[src/logic/supply_monitor_pkg.sv]
// Shared constants and types of the supply monitor control block
package supply_monitor_pkg;
	// Register offsets on the plain register port
	localparam logic [3:0] OFS_CLOCK_CTRL = 4'h0;
	localparam logic [3:0] OFS_DETECT_CTRL = 4'h2;
	localparam logic [3:0] OFS_FLAGS = 4'h4;
	localparam logic [3:0] OFS_IRQ_EN = 4'h6;
	localparam logic [3:0] OFS_PROTECT = 4'h8;
	// Clock control fields
	localparam int POS_DEBUG_RUN = 8;
	localparam int POS_CLK_DIV = 4;
	localparam int POS_CLK_SRC = 0;
	// Detector control fields
	localparam int POS_SUCC_CNT = 13;
	localparam int POS_THRESH = 8;
	localparam int POS_RST_SEL = 4;
	localparam int POS_OP_MODE = 1;
	localparam int POS_ENABLE = 0;
	// Flag register fields
	localparam int POS_RESULT = 8;
	localparam int POS_FLAG = 0;
	// Reset values
	localparam logic RST_DEBUG_RUN = 1'b1;
	localparam logic [2:0] RST_CLK_DIV = 3'h0;
	localparam logic [1:0] RST_CLK_SRC = 2'h0;
	localparam logic [1:0] RST_SUCC_CNT = 2'h0;
	localparam logic [4:0] RST_THRESH = 5'h1E;
	localparam logic [3:0] RST_RST_SEL = 4'h0;
	localparam logic [1:0] RST_OP_MODE = 2'h0;
	// Codes
	localparam logic [15:0] PROTECT_KEY = 16'h0096;
	localparam logic [3:0] RST_SEL_RESET = 4'hA;
	localparam logic [1:0] MODE_CONTINUOUS = 2'h0;
	// Detector clock divider: ratio 4 << select, selects at or above this pass through
	localparam logic [2:0] CLK_DIV_BYPASS = 3'h6;
	localparam logic [7:0] CLK_DIV_BASE = 8'h04;
	// Intermittent base interval in detector ticks, doubled per mode step
	localparam logic [9:0] INTERVAL_BASE = 10'h080;
	// Timing in detector ticks; settle must outlast the two-flop sync at one tick a cycle
	localparam logic [9:0] MASK_TICKS = 10'h002;
	localparam logic [9:0] SETTLE_TICKS = 10'h003;
	// Detector drain after disable, in ns, then in system clock cycles
	localparam int CLK_PERIOD_NS = 50;
	localparam int DRAIN_NS = 100;
	localparam int DRAIN_CYC = (DRAIN_NS + CLK_PERIOD_NS - 1) / CLK_PERIOD_NS;
	typedef enum logic [2:0] {
		ST_OFF, ST_MASK, ST_RUN, ST_WAIT, ST_SETTLE, ST_DRAIN
	} detect_state_t;
endpackage

[src/logic/detector_tick_gen.sv]
// Detector clock enable derived from the system clock by the selected ratio
`timescale 1ns/1ps
module detector_tick_gen
	import supply_monitor_pkg::*;
(
	// Clock and reset
	input wire logic clk_sys,
	input wire logic rst_n,
	// Control
	input wire logic [2:0] div_sel,
	input wire logic run,
	// Tick
	output logic tick
);
	typedef struct packed {
		logic [7:0] cnt;
	} tick_state_t;
	tick_state_t s_ff, nxt_s;
	logic [7:0] ratio;

	always_comb begin
		nxt_s = s_ff;
		ratio = (div_sel >= CLK_DIV_BYPASS) ? 8'h01 : 8'(CLK_DIV_BASE << div_sel);
		tick = run && (s_ff.cnt >= ratio - 8'h01);
		// Counter freezes while gated so the phase survives a debug halt
		if (run) begin
			nxt_s.cnt = tick ? 8'h00 : s_ff.cnt + 8'h01;
		end
	end

	always_ff @(posedge clk_sys) begin
		if (!rst_n) begin
			s_ff <= '0;
		end else begin
			s_ff <= nxt_s;
		end
	end
endmodule

[src/logic/low_run_counter.sv]
// Counter of consecutive low detections in intermittent mode
`timescale 1ns/1ps
module low_run_counter
	import supply_monitor_pkg::*;
(
	// Clock and reset
	input wire logic clk_sys,
	input wire logic rst_n,
	// Control
	input wire logic clear,
	input wire logic sample,
	input wire logic low,
	input wire logic [1:0] count_sel,
	// Result
	output logic reached
);
	typedef struct packed {
		logic [3:0] cnt;
	} run_state_t;
	run_state_t s_ff, nxt_s;
	logic [3:0] target;

	always_comb begin
		nxt_s = s_ff;
		target = 4'(4'h1 << count_sel);
		reached = sample && low && !clear && (s_ff.cnt + 4'h1 >= target);
		if (clear || (sample && !low) || reached) begin
			nxt_s.cnt = 4'h0;
		end else if (sample && low) begin
			nxt_s.cnt = s_ff.cnt + 4'h1;
		end
	end

	always_ff @(posedge clk_sys) begin
		if (!rst_n) begin
			s_ff <= '0;
		end else begin
			s_ff <= nxt_s;
		end
	end
endmodule

[src/logic/supply_monitor_ctrl.sv]
// Supply monitor control: registers, detection sequencing, flag and reset request
`timescale 1ns/1ps
module supply_monitor_ctrl
	import supply_monitor_pkg::*;
(
	// Clock and reset
	input wire logic clk_sys,
	input wire logic rst_n,
	// Register port
	input wire logic [3:0] reg_addr,
	input wire logic [15:0] reg_wdata,
	input wire logic reg_wr,
	input wire logic reg_rd,
	output logic [15:0] reg_rdata,
	// Analogue comparator
	input wire logic cmp_low_async,
	output logic cmp_enable,
	output logic [4:0] threshold_select,
	// Processor and system
	input wire logic debug_mode,
	output logic [1:0] clock_source_select,
	output logic low_voltage_irq,
	output logic sys_reset_req
);
	typedef struct packed {
		logic cmp_meta;
		logic cmp_sync;
		logic [15:0] prot_key;
		logic debug_run;
		logic [2:0] clk_div;
		logic [1:0] clk_src;
		logic [1:0] succ_cnt;
		logic [4:0] thresh;
		logic [3:0] rst_sel;
		logic [1:0] op_mode;
		logic enable;
		logic result;
		logic flag;
		logic irq_en;
		logic rst_state;
		detect_state_t st;
		logic [9:0] tcnt;
		logic [15:0] rdata;
	} ctrl_state_t;
	ctrl_state_t s_ff, nxt_s;
	logic tick;
	logic unlocked;
	logic wr_clk, wr_ctl, wr_flags, wr_irq;
	logic ctl_changed;
	logic sample;
	logic run_clear;
	logic reached;
	logic low_event;
	logic [9:0] interval;
	logic [15:0] rd_mux;

	// Stopped detector clock freezes every detector step but the drain, which counts system clock cycles
	detector_tick_gen u_tick (
		.clk_sys(clk_sys),
		.rst_n(rst_n),
		.div_sel(s_ff.clk_div),
		.run(!(debug_mode && !s_ff.debug_run)),
		.tick(tick)
	);

	low_run_counter u_run (
		.clk_sys(clk_sys),
		.rst_n(rst_n),
		.clear(run_clear),
		.sample(sample),
		.low(s_ff.cmp_sync),
		.count_sel(s_ff.succ_cnt),
		.reached(reached)
	);

	always_comb begin
		nxt_s = s_ff;
		nxt_s.cmp_meta = cmp_low_async;
		nxt_s.cmp_sync = s_ff.cmp_meta;
		unlocked = (s_ff.prot_key == PROTECT_KEY);
		wr_clk = reg_wr && unlocked && (reg_addr == OFS_CLOCK_CTRL);
		wr_ctl = reg_wr && unlocked && (reg_addr == OFS_DETECT_CTRL);
		wr_flags = reg_wr && (reg_addr == OFS_FLAGS);
		wr_irq = reg_wr && (reg_addr == OFS_IRQ_EN);
		ctl_changed = wr_ctl && (reg_wdata[POS_SUCC_CNT +: 2] != s_ff.succ_cnt
			|| reg_wdata[POS_RST_SEL +: 4] != s_ff.rst_sel
			|| reg_wdata[POS_OP_MODE +: 2] != s_ff.op_mode);
		interval = 10'(INTERVAL_BASE << (s_ff.op_mode - 2'h1));
		sample = 1'b0;
		run_clear = 1'b0;
		low_event = 1'b0;

		// Register writes
		if (reg_wr && reg_addr == OFS_PROTECT) begin
			nxt_s.prot_key = reg_wdata;
		end
		if (wr_clk) begin
			nxt_s.debug_run = reg_wdata[POS_DEBUG_RUN];
			nxt_s.clk_div = reg_wdata[POS_CLK_DIV +: 3];
			nxt_s.clk_src = reg_wdata[POS_CLK_SRC +: 2];
		end
		if (wr_ctl) begin
			nxt_s.succ_cnt = reg_wdata[POS_SUCC_CNT +: 2];
			nxt_s.thresh = reg_wdata[POS_THRESH +: 5];
			nxt_s.rst_sel = reg_wdata[POS_RST_SEL +: 4];
			nxt_s.op_mode = reg_wdata[POS_OP_MODE +: 2];
		end
		if (wr_irq) begin
			nxt_s.irq_en = reg_wdata[0];
		end
		if (wr_flags && reg_wdata[POS_FLAG]) begin
			nxt_s.flag = 1'b0;
		end

		// Detection sequencing
		case (s_ff.st)
			ST_OFF: begin
				run_clear = 1'b1;
				if (wr_ctl && reg_wdata[POS_ENABLE]) begin
					nxt_s.enable = 1'b1;
					nxt_s.st = ST_MASK;
					nxt_s.tcnt = '0;
				end
			end
			ST_MASK: begin
				// Results are ignored until the comparator has settled
				if (tick) begin
					nxt_s.tcnt = s_ff.tcnt + 10'h001;
					if (s_ff.tcnt + 10'h001 >= MASK_TICKS) begin
						nxt_s.tcnt = '0;
						nxt_s.st = (s_ff.op_mode == MODE_CONTINUOUS) ? ST_RUN : ST_WAIT;
					end
				end
			end
			ST_RUN: begin
				if (tick) begin
					nxt_s.result = s_ff.cmp_sync;
					low_event = s_ff.cmp_sync;
				end
			end
			ST_WAIT: begin
				if (tick) begin
					nxt_s.tcnt = s_ff.tcnt + 10'h001;
					if (s_ff.tcnt + 10'h001 >= interval - SETTLE_TICKS) begin
						nxt_s.tcnt = '0;
						nxt_s.st = ST_SETTLE;
					end
				end
			end
			ST_SETTLE: begin
				if (tick) begin
					nxt_s.tcnt = s_ff.tcnt + 10'h001;
					if (s_ff.tcnt + 10'h001 >= SETTLE_TICKS) begin
						nxt_s.tcnt = '0;
						nxt_s.st = ST_WAIT;
						nxt_s.result = s_ff.cmp_sync;
						sample = 1'b1;
						low_event = reached;
					end
				end
			end
			ST_DRAIN: begin
				run_clear = 1'b1;
				if (s_ff.tcnt == 10'h000) begin
					nxt_s.enable = 1'b0;
					nxt_s.st = ST_OFF;
				end else begin
					nxt_s.tcnt = s_ff.tcnt - 10'h001;
				end
			end
			default: begin
				nxt_s.st = ST_OFF;
			end
		endcase

		// Reinitialise on a mode change or a flag clear while enabled
		if (s_ff.enable && s_ff.st != ST_DRAIN && s_ff.st != ST_OFF) begin
			if (wr_ctl && !reg_wdata[POS_ENABLE] && !s_ff.rst_state) begin
				nxt_s.st = ST_DRAIN;
				nxt_s.tcnt = 10'(DRAIN_CYC - 1);
				low_event = 1'b0;
			end else if (ctl_changed || (wr_flags && reg_wdata[POS_FLAG])) begin
				nxt_s.st = ST_MASK;
				nxt_s.tcnt = '0;
				run_clear = 1'b1;
			end
		end

		// Low detection: flag set wins over a same-cycle clear only in ST_RUN; in ST_SETTLE the clear wins
		if (low_event) begin
			nxt_s.flag = 1'b1;
			if (s_ff.rst_sel == RST_SEL_RESET) begin
				nxt_s.rst_state = 1'b1;
				nxt_s.st = ST_RUN;
				nxt_s.tcnt = '0;
			end
		end else if (s_ff.rst_state && s_ff.st == ST_RUN && tick && !s_ff.cmp_sync) begin
			nxt_s.rst_state = 1'b0;
		end

		// Reset state forces defined values on the control bits, all but the threshold
		if (nxt_s.rst_state) begin
			nxt_s.debug_run = RST_DEBUG_RUN;
			nxt_s.clk_div = RST_CLK_DIV;
			nxt_s.clk_src = RST_CLK_SRC;
			nxt_s.succ_cnt = RST_SUCC_CNT;
			nxt_s.op_mode = MODE_CONTINUOUS;
			nxt_s.irq_en = 1'b0;
			nxt_s.rst_sel = RST_SEL_RESET;
			nxt_s.enable = 1'b1;
			nxt_s.flag = 1'b1;
		end

		// Read data, one cycle after the strobe
		case (reg_addr)
			OFS_CLOCK_CTRL: rd_mux = {7'h00, s_ff.debug_run, 1'b0, s_ff.clk_div,
				2'h0, s_ff.clk_src};
			OFS_DETECT_CTRL: rd_mux = {1'b0, s_ff.succ_cnt, s_ff.thresh, s_ff.rst_sel,
				1'b0, s_ff.op_mode, s_ff.enable};
			OFS_FLAGS: rd_mux = {7'h00, s_ff.result, 7'h00, s_ff.flag};
			OFS_IRQ_EN: rd_mux = {15'h0000, s_ff.irq_en};
			OFS_PROTECT: rd_mux = {15'h0000, unlocked};
			default: rd_mux = 16'h0000;
		endcase
		nxt_s.rdata = reg_rd ? rd_mux : 16'h0000;
	end

	always_ff @(posedge clk_sys) begin
		if (!rst_n) begin
			s_ff <= '0;
			s_ff.debug_run <= RST_DEBUG_RUN;
			s_ff.clk_div <= RST_CLK_DIV;
			s_ff.clk_src <= RST_CLK_SRC;
			s_ff.succ_cnt <= RST_SUCC_CNT;
			s_ff.thresh <= RST_THRESH;
			s_ff.rst_sel <= RST_RST_SEL;
			s_ff.op_mode <= RST_OP_MODE;
			s_ff.st <= ST_OFF;
		end else begin
			s_ff <= nxt_s;
		end
	end

	assign reg_rdata = s_ff.rdata;
	assign cmp_enable = (s_ff.st == ST_MASK) || (s_ff.st == ST_RUN) || (s_ff.st == ST_SETTLE);
	assign threshold_select = s_ff.thresh;
	assign clock_source_select = s_ff.clk_src;
	assign low_voltage_irq = s_ff.flag && s_ff.irq_en;
	assign sys_reset_req = s_ff.rst_state;
endmodule

[config.mk]
export PLATFORM = sky130hd
export DESIGN_NAME = supply_monitor_ctrl
export DESIGN_NICKNAME = d
export VERILOG_FILES = /design/src/logic/supply_monitor_pkg.sv /design/src/logic/detector_tick_gen.sv /design/src/logic/low_run_counter.sv /design/src/logic/supply_monitor_ctrl.sv
export SDC_FILE = /design/constraint.sdc
export NUM_CORES = 1
export LEC_CHECK = 0
export BUFFER_PORTS_ARGS = -buffer_cell sky130_fd_sc_hd__buf_4
export CORE_MARGIN = 3
export CORE_UTILIZATION = 48
export CTS_CLUSTER_SIZE = 28
export DETAILED_ROUTE_END_ITERATION = 10
export PLACE_DENSITY_LB_ADDON = 0.1
export SYNTH_ARGS = -nofsm -noshare
export SYNTH_HDL_FRONTEND = slang
export SYNTH_SLANG_ARGS = --single-unit
[constraint.sdc]
create_clock -name clk_sys -period 5.6 [get_ports clk_sys]
set_clock_uncertainty 0.05 [all_clocks]
set_input_delay 0.56 -clock clk_sys [delete_from_list [all_inputs] [get_ports clk_sys]]
set_output_delay 0.56 -clock clk_sys [all_outputs]
set_load 0.1 [all_outputs]
Yosys cells after proc, flatten, opt, wreduce, memory -nomap -nowiden
Cells that the tools add are included.

Register bits after elaboration: 83. Bits in latches: 0. RAM bits: 0. Bits in read-only memories: 0. Input port bits: 26. Output and inout port bits: 26. Logic and storage cells: 161. Memories kept: 0.

Add/subtract/negate cells: 7. $mul: 0. Divide/modulo/power cells: 0. $lt $le $gt $ge: 6. Equal/unequal tests: 20. Shift operators: 3. Muxes and demuxes: 52. Bitwise logic cells: 1. Reduce and logical (&&, ||, !) cells: 51.

Operators with widths (number): 2-to-1 mux 13 bit (15); case mux 15 bit (5 select lines) (1); case mux 10 bit (5 select lines) (1); logical AND 1 bit (23); 2-to-1 mux 1 bit (23); greater-or-equal comparator 10 x 2 -> 1 bit (second input constant) (2); case mux 3 bit (6 select lines) (1); equality test 16 x 8 -> 1 bit (second input constant) (1); 2-to-1 mux 8 bit (2); 2-to-1 mux 14 bit (1); adder 10 x 1 -> 10 bit (second input constant) (1); greater-or-equal comparator 10 bit (1); logical NOT 10 bit (1); 2-to-1 mux 10 bit (1); left shift 8 x 2 -> 10 bit (first input constant) (1); subtractor 10 x 1 -> 10 bit (second input constant) (1); subtractor 10 x 2 -> 10 bit (second input constant) (1); inequality test 3 bit (second input constant) (3); nonzero test 3 bit (3); adder 8 x 1 -> 8 bit (second input constant) (1); equality test 4 x 3 -> 1 bit (second input constant) (2); equality test 4 bit (second input constant) (2); greater-or-equal comparator 8 bit (1); left shift 3 x 3 -> 8 bit (first input constant) (1); 29 further kinds (50).

Depth between registers and ports, before layout
Depth after elaboration: 19. Gate-level depth with buffers: 14. Depth with buffers taken out: 13.

Modules after synthesis
A second synthesis with hierarchy kept.

Cell total of the unflattened synthesis: 620. Area total of the unflattened synthesis: 5201.2 sq um.

Modules (own cells, without submodules): supply_monitor_ctrl (times used 1, cells each 513, area an instance 4217.8 sq um, sequential area each 1381.3 sq um); detector_tick_gen (times used 1, cells each 69, area an instance 655.6 sq um, sequential area each 160.2 sq um); low_run_counter (times used 1, cells each 38, area an instance 327.8 sq um, sequential area each 80.1 sq um).

Worst setup path after synthesis
No wires, ideal clock.

Kind: flip-flop to flip-flop. From: register s_ff[19] (netlist bit). To: register s_ff[16] (netlist bit). Library setup time: 0.086 ns. Data arrival time: 2.999 ns. Required time: 5.464 ns. Setup slack: 2.466 ns. Stages on the path, launching flop included: 14. Buffers on the path: 1. Period minus slack after synthesis: 3.134 ns. Path through: dfxtp_1 -> buf_2 -> and4_1 -> and2_1 -> nand3_1 -> nor2_1 -> xor2_1 -> ha_1 -> a21o_1 -> a311oi_1 -> a31oi_1 -> nor3_2 -> o22ai_1 -> a211oi_1.

Cells in the longest elaborated chain, start to end: 14. Elaborated cells on any way between the ends: 32. Classes of those cells: 1 x add/sub; 3 x order compare; 24 x mux; 4 x reduce/logical.

RTL lines: from (decl) (RTL line supply_monitor_ctrl.sv:45) `ctrl_state_t s_ff, nxt_s;`; from (signal assigned) (RTL line supply_monitor_ctrl.sv:240) `s_ff <= nxt_s;`; adder 10 x 1 -> 10 bit (RTL line supply_monitor_ctrl.sv:129, supply_monitor_ctrl.sv:144, supply_monitor_ctrl.sv:153); greater-or-equal comparator 10 x 2 -> 1 bit (RTL line supply_monitor_ctrl.sv:153) `if (s_ff.tcnt + 10'h001 >= SETTLE_TICKS) begin`; 2-to-1 mux 1 bit (RTL line supply_monitor_ctrl.sv:153); 2-to-1 mux 1 bit (RTL line supply_monitor_ctrl.sv:151) `if (tick) begin`; 2-to-1 mux 1 bit (RTL line supply_monitor_ctrl.sv:116) `case (s_ff.st)`; logical AND 1 bit (3 in series) (RTL line low_run_counter.sv:26) `reached = sample && low && !clear && (s_ff.cnt + 4'h1 >= target);`; 2-to-1 mux 1 bit (RTL line supply_monitor_ctrl.sv:153); 2-to-1 mux 1 bit (RTL line supply_monitor_ctrl.sv:151); case mux 1 bit (2 select lines) (RTL line supply_monitor_ctrl.sv:116); 2-to-1 mux 1 bit (RTL line supply_monitor_ctrl.sv:178) `if (wr_ctl && !reg_wdata[POS_ENABLE] && !s_ff.rst_state) begin`; 2-to-1 mux 1 bit (RTL line supply_monitor_ctrl.sv:177) `if (s_ff.enable && s_ff.st != ST_DRAIN && s_ff.st != ST_OFF) begin`; 2-to-1 mux 13 bit * (RTL line supply_monitor_ctrl.sv:190) `if (low_event) begin`.

Every way passes the cells marked *; elsewhere a longest branch is shown, timed or not. The select of a mux whose other input is x is not followed. A chain may end at the register's enable or synchronous reset.

Final worst setup path
From: register s_ff[16] (netlist bit). To: register s_ff[16] (netlist bit).

Cells in the longest elaborated chain, start to end: 14. Elaborated cells on any way between the ends: 35. Classes of those cells: 2 x add/sub; 3 x order compare; 26 x mux; 4 x reduce/logical.

RTL lines (RTL line): adder 10 x 1 -> 10 bit; greater-or-equal comparator 10 x 2 -> 1 bit (supply_monitor_ctrl.sv:153); 2-to-1 mux 1 bit (supply_monitor_ctrl.sv:153); 2-to-1 mux 1 bit (supply_monitor_ctrl.sv:151); 2-to-1 mux 1 bit (supply_monitor_ctrl.sv:116); logical AND 1 bit (3 in series) (low_run_counter.sv:26); 2-to-1 mux 1 bit (supply_monitor_ctrl.sv:153); 2-to-1 mux 1 bit (supply_monitor_ctrl.sv:151); case mux 1 bit (2 select lines) (supply_monitor_ctrl.sv:116); 2-to-1 mux 1 bit (supply_monitor_ctrl.sv:178); 2-to-1 mux 1 bit (supply_monitor_ctrl.sv:177); 2-to-1 mux 13 bit * (supply_monitor_ctrl.sv:190).

Marks and branches as above.

==> flow_summary.toml <==
[place]
port-buffer-count = 49
dp.cells = 740
gp_congestion = 0.955
place.detailed.hpwl_um = 9890

[global_route]
antenna_found_initial = 0
grt_pass1_vias = 4223
grt_first_pass_wirelength_um = 21900
grt_max_degree = 26
gr-usage-all-layers_pct = 23.3
grt_total_ovfl = 0

[die]
io_pins = 52
initial_utilization_pct = 50.5
fp-row-count = 36
core_box_area_sq_um = 10000
dieWidth_um = 109
die_area_sq_um = 11800
die_h_um = 109

[setup_path]
critical_path_peak_fanout = 13
regToRegSetupSlack_ns = 1.60
crit_path_cell_trace = "ha_1, nand3_2, nor2_1, nand2_1, xnor2_1, ha_1, a21o_1, a21o_1, a311oi_1, a31oi_1, nor3_2, o22ai_1, a211oi_1"
slowest_delay_ns = 0.58
startpoint_type = "flip-flop"
arrival_ns = 4.21
critical_path.slowest_cell = "sky130_fd_sc_hd__dfxtp_1"
critPathRequiredTime_ns = 5.81
critPathKind = "flip-flop to flip-flop"
critPathCaptureType = "flip-flop"

[yosys]
synth-main-ff-cell = "sky130_fd_sc_hd__dfxtp_1"
synth-async-reset-ratio_pct = 0
syn_area_sq_um = 5070
synth_cells = 610
avgSynthCellArea_sq_um = 8.32
synth-warning-count = 0
synth.ff_latch_count = 81
synth_enable_flop_cells = 0
netlist-cell-type-count = 73
sequential_element_share_of_the_synthesized_area_pct = 32.0

[drt]
drt-wirelength-per-cell_um = 17.5
routed-via-count = 4509
final_antenna_net_count = 0
post-route-drc-count = 0
drt_first_pass_iters = 5
drt-vias-per-instance = 5.96
finalWirelength_um = 13200
drt_iter0_drc = 285

[sta]
worst_pin_slew_ns = 1.11
timing.final.crit_period_ns = 4.00
setup_viol = 0
hold_violations = 0
setup_tns_ns = 0
max-slew-margin-rel_pct = 25.6
grt_setup_unrepaired = "no"
fmax_ghz = 0.250
final-max-slew-violation-count = 0
period_share_pct = 71.5

[finish]
final-instance-count-excl-fill = 756
filler_cell_count_in_the_final_layout = 988
antenna-diode-count = 0
final_net_count = 672
drive_above_1_share_pct = 14.4
area.growth.synth_to_final_pct = 8.01
final_core_utilization_pct = 54.6

[power]
p_leak_nw = 2.20
cellPowerDensity_nw_per_um2 = 211
power.ir.vdd_worst_mv = 0.143

[clocking]
cts_max_level = 3
cts.clk_slew.worst_paths_ns = 0.09
clk-insertion-delay-late_ns = 0.36
cts_buffers = 9
tritoncts = "done"
cts_setup_buffers = 0
post_cts_resize_count = 0
clock-root-buffer = "sky130_fd_sc_hd__clkbuf_8"
cts-hold-fix-buffers = 0
clkSinkCount = 81
clk_path_buf_depth = 2

[worst_hold_path]
worst_hold_path_type = "input pin to flip-flop"

[run]
cap_violations = 0

[outcome]
run_status = "finished, final reports clean"
-- cells by family (layout without fill, tap and decap cells) --
kind of cell               Yosys count  after routing  synth area share, %
and+or+nand+nor                    250            250                 25.7
AOI/OAI and AO/OA                  120            120                 16.8
DFF                                 81             81                 32.0
buffers and inverters               71             83                 7.37
muxes                               33             33                 6.76
adders and majority gates           28             28                 6.90
xor gates and xnor gates            26             26                 4.49
other                                1              2               0.0739
-- cell usage in the layout (no fill, tap or decap), drive strengths merged, types with 9 or more instances in the layout --
cell type,n
nand3,26
nand2,53
o21ai,21
and2,12
nor4,13
clkbuf,11
nor2,68
xnor2,9
nand4,9
dfxtp,81
a31oi,15
inv,18
a21oi,26
ha,28
mux2i,32
xor2,17
buf,50
nor3,14
-- routing by layer --
layer | part of all wire [%] | vias to the layer above | GRT usage, %
met5 | 0 | - | 0
met4 | 1.5 | 0 | 6.22
met3 | 6.9 | 20 | 3.91
met2 | 47 | 177 | 36.6
met1 | 45 | 2116 | 33.1
li1 | - | 2196 | -
-- power by group --
part | internal (W) | switching (W)
sequential | 0.000587 | 0.0000131
clock | 0.000164 | 0.000224
combinational | 0.0000537 | 0.000114
-- per-stage QoR --
step / setup slack, ns / cell area (sq um) / hold WS (ns) / power, W
2_1_floorplan: 2.47 / 5080 / 0.362 / 0.000729
3_3_place_gp: 1.88 / 5310 / 0.370 / 0.000775
3_5_place_dp: 1.76 / 5310 / 0.379 / 0.000777
4_1_cts: 1.72 / 5480 / 0.370 / 0.00116
5_1_grt: 1.26 / 5480 / 0.364 / 0.00121
6_report: 1.60 / 5480 / 0.372 / 0.00116
-- sequential cells by signal, indices dropped and copies added (netlist names) --
register	cells
sys_reset_req	1
reg_rdata	14
threshold_select	5
u_run.s_ff	4
s_ff	46
nxt_s	1
clock_source_select	2
u_tick.s_ff	8
-- synthesized netlist by cell type (14+ instances only) --
cell                        n  area, sq um
sky130_fd_sc_hd__clkbuf_1  21         78.8
sky130_fd_sc_hd__xor2_1    17          149
sky130_fd_sc_hd__ha_1      28          350
sky130_fd_sc_hd__inv_1     17         63.8
sky130_fd_sc_hd__a31oi_1   14         87.6
sky130_fd_sc_hd__dfxtp_1   81         1620
sky130_fd_sc_hd__a21oi_1   21          105
sky130_fd_sc_hd__mux2i_1   32          320
sky130_fd_sc_hd__nand3_1   25          125
sky130_fd_sc_hd__nand2_1   53          199
sky130_fd_sc_hd__o21ai_0   18         90.1
sky130_fd_sc_hd__nor2_1    68          255
sky130_fd_sc_hd__buf_4     27          203
-- worst max-delay path, delay by kind of cell, from the launching register on --
family	cells	cell delay [ns]
flip-flops	1	0.58
XOR/XNOR	1	0.16
AND/OR/NAND/NOR	4	0.88
adder cells (fa/ha/maj)	2	0.72
AO/OA/AOI/OAI	6	1.50
-- final timing paths --
kind	from	to	depth (start not counted)
setup / recovery	s_ff[16]	s_ff[16]	13
hold / removal	cmp_low_async	nxt_s[69]	2
setup reg to reg	s_ff[16]	s_ff[16]	13
hold reg to reg	nxt_s[69]	s_ff[69]	1
-- area by class of cell --
cell class | instances | area (sq um) | area share, %
well taps | 133 | 166 | 3.04
repair buffers | 50 | 375 | 6.85
clock buffers | 11 | 131 | 2.40
inverters | 17 | 63.8 | 1.16
multi-input cells | 459 | 3080 | 56.2
flip-flops and latches | 81 | 1620 | 29.6
clock inverters | 5 | 40.0 | 0.730
No activity file was read; power rests on OpenSTA's default activity.
